$ cat src/verilog/bus_ctl_pkg.sv
// Constants, state encodings and carrier types of the bus fault, halt and reset control.
package bus_ctl_pkg;
   localparam int ADDR_W = 24;
   localparam int DATA_W = 16;
   localparam logic [23:0] SSP_VEC_ADDR = 24'h000000;
   localparam logic [23:0] PC_VEC_ADDR = 24'h000004;
   localparam logic [23:0] BUS_FAULT_INPUT_VEC_OFF = 24'h000008;
   localparam logic [23:0] WORD_STEP = 24'h000002;
   localparam logic [31:0] VBR_RESET = 32'h00000000;
   localparam logic [2:0] MASK_RESET = 3'h7;
   localparam logic [2:0] FC_SUPER_DATA = 3'h5;
   localparam logic [4:0] FRAME_LAST = 5'h19;
   localparam int RESET_OUT_CYCLES = 124;
   localparam int EXT_RESET_CYCLES = 10;
   localparam int SYNC_N = 6;
   localparam int IN_ACK = 0;
   localparam int IN_FAULT = 1;
   localparam int IN_HALT = 2;
   localparam int IN_RESET = 3;
   localparam int IN_BREQ = 4;
   localparam int IN_BGACK = 5;

   typedef enum logic [2:0] {
      BUS_IDLE = 3'h0, BUS_ADDR = 3'h1, BUS_WAIT = 3'h3, BUS_GRACE = 3'h2,
      BUS_END = 3'h6, BUS_ABORT = 3'h7, BUS_RERUN = 3'h5
   } bus_state_t;

   typedef enum logic [2:0] {
      SEQ_RST_SSP = 3'h0, SEQ_RST_PC = 3'h1, SEQ_RUN = 3'h3,
      SEQ_STACK = 3'h2, SEQ_VEC = 3'h6, SEQ_DOUBLE = 3'h7
   } seq_state_t;

   typedef struct packed {
      logic valid;
      logic write;
      logic rmw;
      logic rmw_second;
      logic [2:0] fc;
      logic [ADDR_W-1:0] addr;
      logic [DATA_W-1:0] wdata;
   } cycle_req_t;

   typedef struct packed {
      logic done;
      logic bus_error;
      logic [DATA_W-1:0] rdata;
   } cycle_rsp_t;

   typedef struct packed {
      logic [31:0] supervisor_stack_pointer;
      logic [31:0] vbr;
      logic [31:0] pc;
      logic pc_load;
      logic [2:0] int_mask;
      logic resume_at_read;
   } arch_state_t;
endpackage

$ cat src/verilog/bus_fault_halt_reset_control.sv
// Bus cycle termination, bus error exception sequencing, halt and reset control.
`timescale 1ns/1ps
module bus_fault_halt_reset_control #(
   parameter int RESET_OUT_COUNT = bus_ctl_pkg::RESET_OUT_CYCLES,
   parameter int EXT_RESET_COUNT = bus_ctl_pkg::EXT_RESET_CYCLES
) (
   // Clock and reset.
   input wire logic clk,
   input wire logic rst,
   // Core cycle requests.
   input wire bus_ctl_pkg::cycle_req_t core_req,
   output logic core_ready,
   output bus_ctl_pkg::cycle_rsp_t core_rsp,
   // Core events and exception frame.
   input wire logic instr_start,
   input wire logic reset_instr,
   input wire logic rte_done,
   output logic [4:0] frame_index,
   input wire logic [15:0] frame_word,
   output bus_ctl_pkg::arch_state_t arch,
   // Bus pins.
   output logic address_strobe_n,
   output logic read_write,
   output logic [2:0] function_code,
   output logic [23:0] address,
   output logic address_oe,
   output logic [15:0] data_out,
   output logic data_oe,
   input wire logic [15:0] data_in,
   input wire logic transfer_acknowledge_n,
   input wire logic bus_fault_input_n,
   // Halt and reset pins.
   input wire logic halt_in_n,
   output logic halt_out_n,
   output logic halt_oe,
   input wire logic reset_in_n,
   output logic reset_out_n,
   output logic reset_oe,
   // Arbitration pins.
   input wire logic bus_request_n,
   input wire logic bus_grant_ack_n,
   output logic bus_grant_n,
   // Abort state indication.
   output logic abort_state_nine,
   output logic rmw_write_abort_state
);
   import bus_ctl_pkg::*;

   logic [SYNC_N-1:0] pin_raw;
   logic [SYNC_N-1:0] sync1_reg;
   logic [SYNC_N-1:0] sync2_reg;
   logic [SYNC_N-1:0] sync3_reg;
   logic [SYNC_N-1:0] pin_reg;
   logic ack;
   logic fault;
   logic halt;
   logic breq;
   logic bgack;
   logic [7:0] ext_cnt_reg;
   logic ext_rst_reg;
   logic [7:0] rout_cnt_reg;
   logic rout_reg;
   bus_state_t bus_reg;
   seq_state_t seq_reg;
   cycle_req_t cyc_reg;
   cycle_req_t issue;
   cycle_rsp_t rsp_reg;
   logic [DATA_W-1:0] rdata_reg;
   logic owner_core_reg;
   logic grant_reg;
   logic can_start;
   logic start;
   logic done_ev;
   logic err_ev;
   logic word_sel_reg;
   logic [4:0] frame_reg;
   logic pending_reg;
   logic resume_reg;
   logic pc_load_reg;
   logic [31:0] ssp_reg;
   logic [31:0] pc_reg;
   logic [31:0] vbr_reg;
   logic [2:0] mask_reg;
   logic [ADDR_W-1:0] vec_base;

   function automatic logic [ADDR_W-1:0] word_addr(input logic [ADDR_W-1:0] base, input logic low);
      word_addr = low ? base + WORD_STEP : base;
   endfunction

   function automatic logic [31:0] put_half(input logic [31:0] old, input logic low,
                                            input logic [DATA_W-1:0] w);
      put_half = low ? {old[31:16], w} : {w, old[15:0]};
   endfunction

   // Pins are active low; the chain works on active-high copies.
   assign pin_raw = {~bus_grant_ack_n, ~bus_request_n, ~reset_in_n,
                     ~halt_in_n, ~bus_fault_input_n, ~transfer_acknowledge_n};

   always_ff @(posedge clk or posedge rst) begin
      if (rst) begin
         sync1_reg <= '0;
         sync2_reg <= '0;
         sync3_reg <= '0;
         pin_reg <= '0;
      end else begin
         sync1_reg <= pin_raw;
         sync2_reg <= sync1_reg;
         sync3_reg <= sync2_reg;
         // A level counts only once two stages agree, which rejects single-cycle glitches.
         pin_reg <= (sync2_reg & sync3_reg) | (pin_reg & (sync2_reg ^ sync3_reg));
      end
   end

   assign ack = pin_reg[IN_ACK];
   assign fault = pin_reg[IN_FAULT];
   assign halt = pin_reg[IN_HALT];
   assign breq = pin_reg[IN_BREQ];
   assign bgack = pin_reg[IN_BGACK];

   // External reset is honoured only when reset and halt are held together.
   always_ff @(posedge clk or posedge rst) begin
      if (rst) begin
         ext_cnt_reg <= 8'h00;
         ext_rst_reg <= 1'b0;
      end else if (pin_reg[IN_RESET] && halt && !rout_reg) begin
         if (ext_cnt_reg < 8'(EXT_RESET_COUNT - 1)) begin
            ext_cnt_reg <= ext_cnt_reg + 8'h01;
         end else begin
            ext_rst_reg <= 1'b1;
         end
      end else begin
         ext_cnt_reg <= 8'h00;
         ext_rst_reg <= 1'b0;
      end
   end

   // The reset instruction pulses the line only; no internal state is touched.
   always_ff @(posedge clk or posedge rst) begin
      if (rst) begin
         rout_cnt_reg <= 8'h00;
         rout_reg <= 1'b0;
      end else if (reset_instr && !rout_reg) begin
         rout_cnt_reg <= 8'(RESET_OUT_COUNT - 1);
         rout_reg <= 1'b1;
      end else if (rout_cnt_reg != 8'h00) begin
         rout_cnt_reg <= rout_cnt_reg - 8'h01;
      end else begin
         rout_reg <= 1'b0;
      end
   end

   assign vec_base = vbr_reg[ADDR_W-1:0] + BUS_FAULT_INPUT_VEC_OFF;

   always_comb begin
      issue = '0;
      issue.fc = FC_SUPER_DATA;
      case (seq_reg)
         SEQ_RST_SSP: begin
            issue.valid = 1'b1;
            issue.addr = word_addr(SSP_VEC_ADDR, word_sel_reg);
         end
         SEQ_RST_PC: begin
            issue.valid = 1'b1;
            issue.addr = word_addr(PC_VEC_ADDR, word_sel_reg);
         end
         SEQ_STACK: begin
            issue.valid = 1'b1;
            issue.write = 1'b1;
            issue.addr = ssp_reg[ADDR_W-1:0] - WORD_STEP;
            issue.wdata = frame_word;
         end
         SEQ_VEC: begin
            issue.valid = 1'b1;
            issue.addr = word_addr(vec_base, word_sel_reg);
         end
         SEQ_RUN: begin
            issue = core_req;
         end
         default: begin
            issue.valid = 1'b0;
         end
      endcase
   end

   // Halt keeps new cycles from starting; a single step is one released window.
   // The filtered acknowledge lags the pin, so a new cycle waits for it to clear or it would end at once.
   assign can_start = bus_reg == BUS_IDLE && !halt && !ext_rst_reg && !bgack && !grant_reg && !ack;
   assign start = can_start && issue.valid;
   assign core_ready = can_start && seq_reg == SEQ_RUN;
   assign done_ev = bus_reg == BUS_END;
   assign err_ev = bus_reg == BUS_ABORT && !fault;

   // The cycle waits for an answer as long as it takes; timeouts come from outside.
   always_ff @(posedge clk or posedge rst) begin
      if (rst) begin
         bus_reg <= BUS_IDLE;
      end else if (ext_rst_reg) begin
         bus_reg <= BUS_IDLE;
      end else begin
         case (bus_reg)
            BUS_IDLE: begin
               if (start) begin
                  bus_reg <= BUS_ADDR;
               end
            end
            BUS_ADDR: begin
               bus_reg <= BUS_WAIT;
            end
            BUS_WAIT: begin
               if (fault && halt && !cyc_reg.rmw) begin
                  bus_reg <= BUS_RERUN;
               end else if (fault) begin
                  bus_reg <= BUS_ABORT;
               end else if (ack) begin
                  bus_reg <= BUS_GRACE;
               end
            end
            BUS_GRACE: begin
               // One spare cycle after the acknowledge catches a late fault.
               if (fault && halt && !cyc_reg.rmw) begin
                  bus_reg <= BUS_RERUN;
               end else if (fault) begin
                  bus_reg <= BUS_ABORT;
               end else begin
                  bus_reg <= BUS_END;
               end
            end
            BUS_ABORT: begin
               if (!fault) begin
                  bus_reg <= BUS_IDLE;
               end
            end
            BUS_RERUN: begin
               // The fault drops first, so waiting for both never misses the release.
               if (!fault && !halt) begin
                  bus_reg <= BUS_ADDR;
               end
            end
            default: begin
               bus_reg <= BUS_IDLE;
            end
         endcase
      end
   end

   always_ff @(posedge clk or posedge rst) begin
      if (rst) begin
         cyc_reg <= '0;
         owner_core_reg <= 1'b0;
      end else if (start) begin
         cyc_reg <= issue;
         owner_core_reg <= seq_reg == SEQ_RUN;
      end
   end

   always_ff @(posedge clk or posedge rst) begin
      if (rst) begin
         rdata_reg <= '0;
      end else if (bus_reg == BUS_WAIT && ack) begin
         rdata_reg <= data_in;
      end
   end

   always_ff @(posedge clk or posedge rst) begin
      if (rst) begin
         rsp_reg <= '0;
      end else begin
         rsp_reg.done <= done_ev && owner_core_reg;
         rsp_reg.bus_error <= err_ev && owner_core_reg;
         rsp_reg.rdata <= rdata_reg;
      end
   end

   // Grant follows request and acknowledge once the bus is idle with no cycle starting, halted or not.
   always_ff @(posedge clk or posedge rst) begin
      if (rst) begin
         grant_reg <= 1'b0;
      end else begin
         grant_reg <= breq && !bgack && (grant_reg || (bus_reg == BUS_IDLE && !start));
      end
   end

   always_ff @(posedge clk or posedge rst) begin
      if (rst) begin
         seq_reg <= SEQ_RST_SSP;
         word_sel_reg <= 1'b0;
         frame_reg <= 5'h00;
         pending_reg <= 1'b1;
         resume_reg <= 1'b0;
         pc_load_reg <= 1'b0;
         ssp_reg <= 32'h00000000;
         pc_reg <= 32'h00000000;
         vbr_reg <= VBR_RESET;
         mask_reg <= MASK_RESET;
      end else if (ext_rst_reg) begin
         // Mask and vector base reload and the sequencer restarts the reset vector fetch; a stop is left by this alone.
         seq_reg <= SEQ_RST_SSP;
         word_sel_reg <= 1'b0;
         pending_reg <= 1'b1;
         pc_load_reg <= 1'b0;
         vbr_reg <= VBR_RESET;
         mask_reg <= MASK_RESET;
      end else begin
         pc_load_reg <= 1'b0;
         if (instr_start && seq_reg == SEQ_RUN) begin
            pending_reg <= 1'b0;
         end
         if (rte_done) begin
            resume_reg <= 1'b0;
         end
         if (err_ev) begin
            // Later assignments win, so an error beats a same-cycle clear.
            if (pending_reg || seq_reg != SEQ_RUN) begin
               seq_reg <= SEQ_DOUBLE;
            end else begin
               pending_reg <= 1'b1;
               seq_reg <= SEQ_STACK;
               frame_reg <= FRAME_LAST;
               resume_reg <= cyc_reg.rmw;
            end
         end else if (done_ev) begin
            case (seq_reg)
               SEQ_RST_SSP: begin
                  ssp_reg <= put_half(ssp_reg, word_sel_reg, rdata_reg);
                  word_sel_reg <= !word_sel_reg;
                  if (word_sel_reg) begin
                     seq_reg <= SEQ_RST_PC;
                  end
               end
               SEQ_RST_PC, SEQ_VEC: begin
                  pc_reg <= put_half(pc_reg, word_sel_reg, rdata_reg);
                  word_sel_reg <= !word_sel_reg;
                  if (word_sel_reg) begin
                     seq_reg <= SEQ_RUN;
                     pc_load_reg <= 1'b1;
                  end
               end
               SEQ_STACK: begin
                  ssp_reg <= ssp_reg - 32'h00000002;
                  if (frame_reg == 5'h00) begin
                     seq_reg <= SEQ_VEC;
                     word_sel_reg <= 1'b0;
                  end else begin
                     frame_reg <= frame_reg - 5'h01;
                  end
               end
               default: begin
                  seq_reg <= seq_reg;
               end
            endcase
         end
      end
   end

   // Address and data float in the abort and repeat states and while halted between cycles.
   assign address_oe = (bus_reg inside {BUS_ADDR, BUS_WAIT, BUS_GRACE, BUS_END}) ||
                       (bus_reg == BUS_IDLE && !halt && !grant_reg && !bgack);
   assign data_oe = cyc_reg.write && (bus_reg inside {BUS_ADDR, BUS_WAIT, BUS_GRACE});
   assign address_strobe_n = !(bus_reg == BUS_WAIT || bus_reg == BUS_GRACE);
   assign read_write = !cyc_reg.write;
   assign function_code = cyc_reg.fc;
   assign address = cyc_reg.addr;
   assign data_out = cyc_reg.wdata;
   assign abort_state_nine = bus_reg == BUS_ABORT && !cyc_reg.rmw_second;
   assign rmw_write_abort_state = bus_reg == BUS_ABORT && cyc_reg.rmw_second;
   assign halt_out_n = 1'b0;
   assign halt_oe = seq_reg == SEQ_DOUBLE;
   assign reset_out_n = 1'b0;
   assign reset_oe = rout_reg;
   assign bus_grant_n = !grant_reg;
   assign frame_index = frame_reg;
   assign core_rsp = rsp_reg;
   assign arch.supervisor_stack_pointer = ssp_reg;
   assign arch.vbr = vbr_reg;
   assign arch.pc = pc_reg;
   assign arch.pc_load = pc_load_reg;
   assign arch.int_mask = mask_reg;
   assign arch.resume_at_read = resume_reg;
endmodule // bus_fault_halt_reset_control

$ cat config.mk
export PLATFORM = sky130hd
export DESIGN_NAME = bus_fault_halt_reset_control
export DESIGN_NICKNAME = d
export VERILOG_FILES = /design/src/verilog/bus_ctl_pkg.sv /design/src/verilog/bus_fault_halt_reset_control.sv
export SDC_FILE = /design/constraint.sdc
export NUM_CORES = 1
export LEC_CHECK = 0
export ABC_AREA = 1
export BUFFER_PORTS_ARGS = -buffer_cell sky130_fd_sc_hd__buf_2
export CAP_MARGIN = 5
export CORE_MARGIN = 2
export CORE_UTILIZATION = 40
export CTS_BUF_LIST = sky130_fd_sc_hd__clkbuf_8
export DETAILED_ROUTE_END_ITERATION = 10
export PLACE_DENSITY = 0.69
export RECOVER_POWER = 100
export SETUP_SLACK_MARGIN = 0.4
export SLEW_MARGIN = 10
export SYNTH_ARGS = -nofsm -noshare
export SYNTH_HDL_FRONTEND = slang
export SYNTH_SLANG_ARGS = --single-unit
export TNS_END_PERCENT = 100
$ cat constraint.sdc
create_clock -name clk -period 5.29 [get_ports clk]
set_clock_uncertainty 0.05 [all_clocks]
set_input_delay 0 -clock clk [delete_from_list [all_inputs] [get_ports clk]]
set_output_delay 0 -clock clk [all_outputs]
set_load 0.01 [all_outputs]
==> results by group, run 1 <==
Run status
  – Status: complete, but fails checks
  – Failing checks: capacitance limit, slew limit

Global route
  – First-pass GRT wire length: roughly 45 mm
  – Total GRT Usage: around 22%
  – Initial antenna violation count: 0
  – Largest net degree at the start of global routing: 65
  – Vias in the first global route: approximately 8.6k
  – Total gr overflow: 0

Critical path
  – Register-to-Register Path Depth: 8
  – Crit. End Element: register
  – Crit path required time: 5.65 ns
  – WP data arrival: 4.26 ns
  – Setup CP Type: register to register
  – Worst setup SP type: register
  – Largest fanout on the critical path: 46

STA
  – Max Clock Freq: between 0.2 and 0.3 GHz
  – Slew headroom: -14.8%
  – Setup TNS: 0 ns
  – Final hold vios: 0
  – Hold_ws: 0.0957 ns
  – Slew Limit Fails: between 150 and 200
  – Period Utilization, post-route: 73.8%
  – Worst Max-Slew Pin Slew: 1.72 ns
  – Final min period: 3.91 ns
  – Final-report setup violation count: 0
  – RSZ-0062 raised after global routing: no

Die
  – Die H: ~160 um
  – Initial Utilization: 40.5%
  – Die area: 26500 um2
  – IO Pins: approximately 270
  – Die W: around 160 um
  – Core Area: 25000 um2
  – Rows: a little under 60

Clock network
  – Max Buffers Root-to-Sink: 3
  – Clk slew on worst S/H paths: approximately 0.060 ns
  – Total CTS buffers: 37
  – Post-cts resize count: 0
  – Hold_buf cts: 90
  – Clock root cell: clkbuf_8
  – Worst-skew pair later-pin latency: between 0.5 and 0.6 ns
  – H-tree levels: 2
  – CTS tree: yes
  – Post-CTS Setup Bufs: 0
  – Clock sinks: ~200

Placement
  – Hpwl dp: about 20 mm
  – Final Wtd Congestion: between 0.9 and 1
  – Post-placement cell area: about 11000 um2
  – Number of port buffers: approximately 230
  – Placed cells: 1688

Routing
  – Vias: between 8k and 9k
  – WL met3: 2.07 mm
  – Vias per Instance: slightly below 5
  – Top sig layer: met4
  – WL final: approximately 30 mm
  – Number of antenna-violating nets in the routed design: 0
  – DRT Pass-1 Iters: 5
  – Initial drt markers: ~730
  – Routed wl met2: 14.2 mm
  – Routed WL per cell: about 16 um
  – DRT met1 WL: about 12 mm
  – DRC violations left: 0

Synthesis
  – Warning count from the yosys run: 0
  – Ys flop type: dfrtp_1
  – #FFs+latches synth: approximately 200
  – Area leader, netlist: dfrtp_1
  – Sequential cell area fraction in the yosys report: around half
  – Cell variety after synth: 45
  – Synth Cell Area: between 10000 and 15000 um2
  – Ys async rst share: between 90% and 100%
  – Area contributors post-synth: dfrtp_1 (50%), nand2_1 (12%), buf_4 (6.2%), inv_1 (4.3%), nor2_1 (3.8%)
  – Post-synth EDFFs: 0
  – Cells after synthesis: around 1.2k
  – Top cell type's share of synthesized area: between 50 and 60%
  – Avg Cell Area, Syn: between 8 and 9 um2

Finish
  – Final #Nets: around 1.6k
  – Layout cells sized above 1: 11.7%
  – Leading cell types in the layout, fill and taps excluded: nand2_1 (337), dfrtp_1 (202), clkbuf_1 (140), inv_1 (131), nor2_1 (108)
  – Finished Layout Cells: ~1.8k
  – Synthesis-to-finish area growth: 22.2%
  – Commonest non-fill, non-tap cell in the layout: nand2_1
  – Cell area after layout: 12300 um2
  – # diodes: 0

Hold path
  – Worst Hold Depth: 3
  – Hold WC Path Type: input port to register

Power and ir drop
  – Pwr dens: between 500 and 600 nW/um2
  – VDD IR max: about 0.21 mV
  – Static leakage: between 6 and 7 nW
  – Final Total Pwr: around 0.0065 W

Flow run
  – Max_cap viols: 3
-- cells in the mapped netlist (all sizes together), types with 9 or more instances --
cell type	instances
nand2	340
dfrtp	202
inv	128
buf	112
nor2	112
o21ai	86
a21oi	59
nand3	57
a22o	18
ha	13
a22oi	11
nand4	10
nor3	10
a21o	9
-- critical path, stage by stage (launching register included) --
cell and delay (ns):
dfrtp_1 0.42, nor2_1 0.37, nand2_1 0.42, inv_1 1.37, nor2_1 0.52, inv_1 0.35
o21ai_0 0.11, nand2_1 0.08, o21ai_0 0.08
-- cell families (layout without fill, tap and decap cells) --
kind of cell / after synthesis / count (layout) / synth area share [%]
simple gates: 536 / 536 / 22.4
buf+inv: 244 / 514 / 12.8
flops: 203 / 203 / 50.3
compound gates: 200 / 200 / 12.3
fa+ha+maj: 13 / 13 / 1.61
xor+xnor: 5 / 5 / 0.434
other cells: 2 / 37 / 0.0744
-- layout make-up --
| type | instances | area, um2 |
|---|---|---|
| fillers | 2455 | 12600 |
| flip-flops and latches | 203 | 5080 |
| multi-input cells | 791 | 3750 |
| repair buffers | 326 | 1910 |
| clock buffers | 47 | 647 |
| inverters | 128 | 482 |
| well taps | 330 | 413 |
| clock inverters | 13 | 56.3 |
-- final timing paths --
| path | startpoint | slack [ns] | end |
|---|---|---|---|
| max | seq_reg[2] | 1.38 | ssp_reg[6] |
| min | bus_grant_ack_n | 0.1 | sync1_reg[5] |
| max reg2reg | seq_reg[2] | 1.38 | ssp_reg[6] |
| min reg2reg | sync1_reg[5] | 0.30 | sync2_reg[5] |
| max in group asynchronous | rst | 2.38 | function_code[1] |
| min in group asynchronous | rst | 0.71 | rdata_reg[6] |
-- power by group --
part,total (W),switching (W),internal [W]
Sequential,0.00258,0.000499,0.00208
Combinational,0.00247,0.00162,0.000841
Clock,0.00143,0.000641,0.000789
Total,0.00647,0.00276,0.00371
-- routing by layer --
| layer | vias to the layer above | track usage (%) |
|---|---|---|
| li1 | 4296 | - |
| met1 | 4267 | 27.4 |
| met2 | 342 | 35.2 |
| met3 | 82 | 4.61 |
| met4 | 0 | 11.2 |
| met5 | - | 0 |
-- stage by stage --
stage,utilization [%],setup WS (ns)
5_1_grt,49.4,1.14
2_1_floorplan,-,2.61
4_1_cts,50.6,2.41
6_report,49.4,1.38
3_5_place_dp,44.2,2.65
3_3_place_gp,44.2,2.79
Note: power is estimated with default switching activity, not from simulation.
==> inputs of run 2 (changes only) <==
- ABC_AREA: 1 -> 0
- PLACE_DENSITY: 0.69 -> 0.67
- clock period: 5.29 -> 3.9 ns (I/O delays scaled with it)
==> run 2 against run 1 <==
Compared with the run above:
- the run still ends with capacitance limit, slew limit left
- area after synthesis fell by 3.7%
- first-iteration DRC count is 1.8% lower
- sequential share of layout area up 0.57 points
- die area is 3.6% lower
- count of clock-buffer cells in the layout decreased by 2
- fmax grew 17%
- global-route usage rose by 0.42 points
- utilization rose by 1.1 points
- wire length fell by 1.8%
- synthesized cell count decreased by 21%
- highest routed layer unchanged
==> results by group, run 2 <==
Run status
  – Status: complete, but fails checks
  – Failing checks: capacitance limit, slew limit

Synthesis
  – XOR/XNOR share of the synthesized area: 0.901% (+0.47 points)
  – Main combinational cell family by area after synthesis: compound AO/OA/AOI/OAI gates
  – Warning count from the yosys run: 0 (unchanged)
  – Most frequent cell after synthesis: dfrtp_1
  – Ys async rst share: 100% (unchanged)
  – Avg Cell Area, Syn: 10.2 um2 (+22%)
  – Cell variety after synth: 66 (+47%)
  – Sequential cell area fraction in the yosys report: 52.3% (+2.0 points)
  – Simple-Gate Fraction of Synth Area: 14.1% (-8.4 points)
  – Post-synthesis adder-cell area fraction: 1.67% (+0.063 points)
  – Mux contribution to synthesized area: 5.68% (+5.7 points)
  – Compound-Gate Fraction of Synth Area: 15.3% (+3.0 points)
  – Area leader, netlist: dfrtp_1
  – Post-synth EDFFs: 0 (unchanged)
  – Cells after synthesis: 951 (-21%)
  – Top cell type's share of synthesized area: 52.0% (+1.9 points)
  – Area contributors post-synth: dfrtp_1 (52%), buf_4 (6.3%), mux2_2 (5.7%), a21oi_1 (3.7%), nor2_1 (3.2%)
  – Synth Cell Area: 9720 um2 (-3.7%)
  – Ys flop type: dfrtp_1
  – Synth top cells by count: dfrtp_1 (202), nor2_1 (84), buf_4 (82), a21oi_1 (71), nand2_1 (61)
  – #FFs+latches synth: 203 (unchanged)

Placement
  – Final Wtd Congestion: 0.870 (-5.1%)
  – Number of port buffers: 231 (unchanged)
  – Post-placement cell area: 10700 um2 (-3.0%)
  – Hpwl dp: 18.2 mm (-9.5%)
  – Placed cells: 1412 (-16%)

Clock network
  – H-tree levels: 2 (unchanged)
  – Total CTS buffers: 38 (+2.7%)
  – Post-CTS Setup Bufs: 0 (unchanged)
  – Clock root cell: clkbuf_8
  – Worst-skew pair later-pin latency: 0.53 ns (about the same)
  – CTS tree: yes
  – Clk slew on worst S/H paths: 0.06 ns (about the same)
  – Clock sinks: 203 (unchanged)
  – Post-cts resize count: 0 (unchanged)
  – Max Buffers Root-to-Sink: 3 (unchanged)

Global route
  – Vias in the first global route: 8041 (-6.8%)
  – Initial antenna violation count: 0 (unchanged)
  – Largest net degree at the start of global routing: 116 (+78%)
  – First-pass GRT wire length: 45.2 mm (-0.34%)
  – Total gr overflow: 0 (unchanged)
  – Total GRT Usage: 22.1% (+0.42 points)

Finish
  – Final #Nets: 1325 (-17%)
  – Layout cells sized above 1: 17.6% (+5.9 points)
  – Synthesis-to-finish area growth: 25.2%
  – Commonest non-fill, non-tap cell in the layout: dfrtp_1
  – Finished Layout Cells: 1568 (-15%)
  – # diodes: 0 (unchanged)
  – Leading cell types in the layout, fill and taps excluded: dfrtp_1 (202), clkbuf_1 (145), dlygate4sd3_1 (94), buf_2 (89), nor2_1 (84)
  – Area of the multi-input gates: 3810 um2 (+1.5%)
  – Filler cell count: 2249 (-8.4%)
  – Storage cell area: 5080 um2 (unchanged)
  – Cell area after layout: 12200 um2 (-1.4%)

Routing
  – WL final: 28.6 mm (-1.8%)
  – Initial drt markers: 721 (-1.8%)
  – Vias: 8194 (-8.8%)
  – DRT Pass-1 Iters: 5 (unchanged)
  – Number of antenna-violating nets in the routed design: 0 (unchanged)
  – Routed WL per cell: 18.3 um (+15%)
  – Vias per Instance: 5.23 (+6.9%)
  – DRC violations left: 0 (unchanged)

Die
  – Core Area: 24100 um2 (-3.4%)
  – Die area: 25600 um2 (-3.6%)
  – Die W: 160 um (-1.8%)
  – Die H: 160 um (-1.8%)
  – Initial Utilization: 40.3% (-0.13 points)
  – Rows: 57 (-1.7%)
  – IO Pins: 269 (unchanged)

STA
  – Final min period: 3.33 ns (-0.581 ns)
  – Final hold vios: 0 (unchanged)
  – RSZ-0062 raised after global routing: no
  – Slew Limit Fails: 207 (+18%)
  – Max Clock Freq: 0.301 GHz (+17%)
  – Final-report setup violation count: 0 (unchanged)
  – Slew headroom: -97.7% (-83 points)
  – Worst Max-Slew Pin Slew: 2.97 ns (+1.25 ns)
  – Setup TNS: 0 ns (unchanged)
  – Hold_ws: 0.115 ns (+0.0191 ns)
  – Period Utilization, post-route: 85.3% (+11 points)

Critical path
  – Slowest cell on the critical path: dlygate4sd3_1
  – Cells along the critical path: or3_1 -> nor4_1 -> clkbuf_1 -> o21ai_1 -> a221oi_1 -> dlygate4sd3_1 -> nor2_1
  – Slowest stage delay, CP: 0.65 ns (-0.72 ns)
  – Setup CP Type: register to register
  – Buf/Inv on CP: 2 (unchanged)
  – Largest fanout on the critical path: 21 (-54%)
  – Crit. End Element: register
  – WP data arrival: 3.68 ns (-0.58 ns)
  – Crit path required time: 4.26 ns (-1.39 ns)
  – Delay-heaviest family, CP: compound AO/OA/AOI/OAI gates
  – Worst setup SP type: register

Flow run
  – Max_cap viols: 4 (+1)

Hold path
  – Hold WC Path Type: input port to register

Power and ir drop
  – Pwr dens: 759 nW/um2 (+45%)
  – VDD IR max: 0.403 mV (+91%)
  – Static leakage: 5.51 nW (-12%)
==> run 2: cell count changes after synthesis, sizes merged, moves of 28 or more <==
cell,before,now
clkbuf,4,51
inv,128,31
mux2,0,49
nand2,340,61
nand3,57,16
nor2,112,84
o21ai,86,50
==> run 2: worst min-delay path: stages <==
cell	delay [ns]
dlygate4sd3_1	0.53
buf_2	0.10
inv_1	0.03
==> run 2: logic make-up (layout without fill, tap and decap cells) <==
group	Yosys count	count (layout)
buf+inv	172	430
simple gates	272	272
flops	203	203
compound gates	230	230
fa+ha+maj	13	13
xor+xnor	10	10
mux	49	49
other cells	2	37
==> run 2: metrics by stage <==
step | worst slack (ns) | util, % | power, W
after floorplan | 1.22 | - | 0.00604
after global placement | 1.23 | 44.4 | 0.00706
after detailed placement | 1.13 | 44.4 | 0.00715
after CTS | 0.855 | 51.4 | 0.00942
after global routing | 0.315 | 50.5 | 0.00989
final | 0.575 | 50.5 | 0.00924
==> run 2: metal layers <==
metal / GRT usage [%] / routed length, um / vias up
li1: - / - / 3802
met1: 29.0 / 12300 / 3997
met2: 35.6 / 13300 / 331
met3: 5.87 / 2060 / 64
met4: 7.99 / 949 / 0
met5: 0 / 0 / -
==> run 2: cell type report <==
type	instances	area share [%]
clock inverters	17	1.23
inverters	31	0.966
repair buffers	337	16.4
flip-flops and latches	203	41.7
well taps	324	3.33
multi-input cells	611	31.3
clock buffers	45	5.09
==> run 2: worst paths after layout <==
path | from | end | slack (ns) | cells after the start
worst min-delay path | reset_in_n | sync1_reg[3] | 0.11 | 3
worst max-delay path | bus_reg[2] | data_out[5] | 0.57 | 7
min in group asynchronous | rst | address[12] | 0.77 | 4
max in group asynchronous | rst | data_out[14] | 0.95 | 4
worst max register to register | bus_reg[2] | data_out[5] | 0.57 | 7
worst min register to register | sync1_reg[5] | sync2_reg[5] | 0.29 | 0
==> run 2: power by group <==
part	switching [W]	internal [W]	leakage, nW
registers	0.000816	0.00288	2.54
logic	0.00210	0.00133	2.54
clock network	0.000872	0.00124	0.432
total	0.00379	0.00545	5.51
==> run 2: timing repair <==
item                                    4_1_cts  5_1_grt
endpoints found under the setup margin        0        0
endpoints found under the hold margin       231        0
hold buffers                                 94        0
==> inputs of run 3 (changes only) <==
- CORE_ASPECT_RATIO: not set -> 0.75
- PLACE_DENSITY: 0.67 -> 0.66
- clock period: 3.9 -> 3.13 ns (I/O delays scaled with it)
==> run 3 against run 2 <==
Compared with the run above:
- the flow still finishes with violations (capacitance limit, slew limit)
- via count is 0.74% lower
- sequential share of layout area is 0.35 points lower
- flip-flop and latch count stayed put
- first-iteration DRC count is 9.4% lower
- combinational power is 29% higher
- cell count stayed put
- wire length hardly changed
- register-to-register slack worse by 0.19 ns
- largest power group unchanged
- highest routed layer unchanged
==> results by group, run 3 (same netlist as run 2, synthesis figures left out) <==
Die
  – Initial Utilization: 40.7% (+0.33 points)
  – Die W: 184 um (+15%)
  – Core Area: 23900 um2 (-0.81%)
  – IO Pins: 269 (unchanged)
  – Die area: 25600 um2 (about the same)
  – Die H: 139 um (-13%)
  – Rows: 49 (-14%)

Global route
  – Initial antenna violation count: 1 (+1)
  – Total gr overflow: 0 (unchanged)
  – First-pass GRT wire length: 44.1 mm (-2.4%)
  – Largest net degree at the start of global routing: 122 (+5.2%)
  – Vias in the first global route: 7980 (-0.76%)
  – Total GRT Usage: 21.9% (-0.25 points)

Critical path
  – R2r endpoint: data_out[14]
  – Setup CP Type: register to register
  – Worst setup SP type: register
  – Reg2reg setup slack: 0.39 ns (-0.19 ns)
  – Crit. End Element: register
  – Largest fanout on the critical path: 17 (-19%)
  – Register-to-Register Path Depth: 7 (unchanged)
  – WP data arrival: 3.10 ns (-0.58 ns)
  – Crit path required time: 3.48 ns (-0.78 ns)
  – Worst r2r src: bus_reg[2]

Routing
  – WL final: 28.7 mm (about the same)
  – Vias per Instance: 5.19 (-0.74%)
  – Routed WL per cell: 18.3 um (about the same)
  – Number of antenna-violating nets in the routed design: 0 (unchanged)
  – Vias: 8133 (-0.74%)
  – Initial drt markers: 653 (-9.4%)
  – DRT Pass-1 Iters: 5 (unchanged)
  – DRC violations left: 0 (unchanged)

STA
  – Slew headroom: -34.6% (+63 points)
  – Final worst slack: 0.385 ns (-0.189 ns)
  – Worst Max-Slew Pin Slew: 2.02 ns (-0.947 ns)
  – Slew Limit Fails: 236 (+14%)
  – Period Utilization, post-route: 87.7% (+2.4 points)
  – Hold_ws: 0.0973 ns (-0.0175 ns)
  – Final-report setup violation count: 0 (unchanged)
  – Max Clock Freq: 0.364 GHz (+21%)
  – RSZ-0062 raised after global routing: yes
  – Final hold vios: 0 (unchanged)
  – Final min period: 2.74 ns (-0.581 ns)
  – Setup TNS: 0 ns (unchanged)

Clock network
  – Worst-skew pair later-pin latency: 0.53 ns (about the same)
  – Max Buffers Root-to-Sink: 3 (unchanged)
  – H-tree levels: 2 (unchanged)
  – Total CTS buffers: 36 (-5.3%)
  – CTS tree: yes
  – Clock root cell: clkbuf_8
  – Clock sinks: 203 (unchanged)
  – Clk slew on worst S/H paths: 0.06 ns (about the same)

Placement
  – Hpwl dp: 19.1 mm (+4.6%)
  – Number of port buffers: 231 (unchanged)
  – Final Wtd Congestion: 0.853 (-1.9%)
  – Post-placement cell area: 10800 um2 (+0.80%)
  – Pre-CTS WS: 0.329 ns (-0.798 ns)

Finish
  – Synthesis-to-finish area growth: 26.3%
  – Cell area after layout: 12300 um2 (+0.85%)
  – Final core utilization: 51.4% (+0.85 points)
  – Layout cells sized above 1: 18.6% (+0.95 points)
  – Commonest non-fill, non-tap cell in the layout: dfrtp_1
  – Filler cell count: 2223 (-1.2%)
  – Final #Nets: 1337 (+0.91%)
  – Leading cell types in the layout, fill and taps excluded: dfrtp_1 (202), clkbuf_1 (147), dlygate4sd3_1 (94), buf_2 (91), nor2_1 (83)
  – Area of the multi-input gates: 3830 um2 (+0.53%)
  – Storage cell area: 5080 um2 (unchanged)

Power and ir drop
  – VDD IR max: 0.443 mV (+10%)
  – Pwr dens: 950 nW/um2 (+25%)
  – Static leakage: 5.56 nW (+0.92%)

Run status
  – Status: complete, but fails checks
  – Failing checks: capacitance limit, slew limit

Hold path
  – Hold WC Path Type: input port to register
  – Worst Hold Depth: 3 (unchanged)
  – Hold Path Origin: bus_request_n
  – Worst Hold End: sync1_reg[4]

Flow run
  – Max_cap viols: 4 (unchanged)
run 3: worst max-delay path by stage:
stage | end | from | depth (start not counted) | slack [ns]
global placement | address[21] | ssp_reg[15] | 5 | 0.49
CTS | data_out[15] | bus_reg[2] | 7 | 0.46
floorplan | address[0] | rst | 1 | 0.45
detailed placement | address[21] | ssp_reg[15] | 5 | 0.33
global route | data_out[8] | bus_reg[2] | 7 | 0.23
finish | data_out[14] | bus_reg[2] | 7 | 0.39
run 3: layout make-up:
cell class / count / area share [%]
flip-flops and latches: 203 / 41.4
diodes: 1 / 0.0204
well taps: 306 / 3.12
multi-input cells: 612 / 31.2
clock buffers: 44 / 4.93
inverters: 31 / 0.958
clock inverters: 21 / 1.40
repair buffers: 350 / 17.0
run 3: power by group:
| part | internal, W | switching [W] | total, W | leakage, nW |
|---|---|---|---|---|
| clock | 0.00152 | 0.00111 | 0.00263 | 0.437 |
| sequential | 0.00359 | 0.00101 | 0.00460 | 2.54 |
| combinational | 0.00176 | 0.00268 | 0.00444 | 2.58 |
run 3: timing repair:
action | CTS | global route
setup buffers | 2 | 0
hold endpoints to repair | 282 | 0
endpoints found under the setup margin | 2 | 18
resized for setup | 0 | 7
pin swaps | 1 | 0
hold buffers | 94 | 0
gates cloned | 0 | 1
run 3: critical path: stages, from the launching register on:
cell and delay, ns:
dfrtp_1 0.51, or3_1 0.44, nor4_1 0.18, buf_4 0.21, o21ai_2 0.25, a221oi_1 0.35
dlygate4sd3_1 0.60, nor2_1 0.04
run 3: metal layers:
metal	global-route usage, %	vias to the layer above	wire (um)
met2	33.5	296	12800
met1	29.9	3956	12700
met3	7.12	47	2630
met5	0	-	0
li1	-	3834	-
met4	5.98	0	578
run 3: metrics by stage:
stage | cells | power (W)
floorplan | 986 | 0.00752
global placement | 1405 | 0.00897
detailed placement | 1405 | 0.00909
CTS | 1566 | 0.0119
global route | 1568 | 0.0125
finish | 1568 | 0.0117
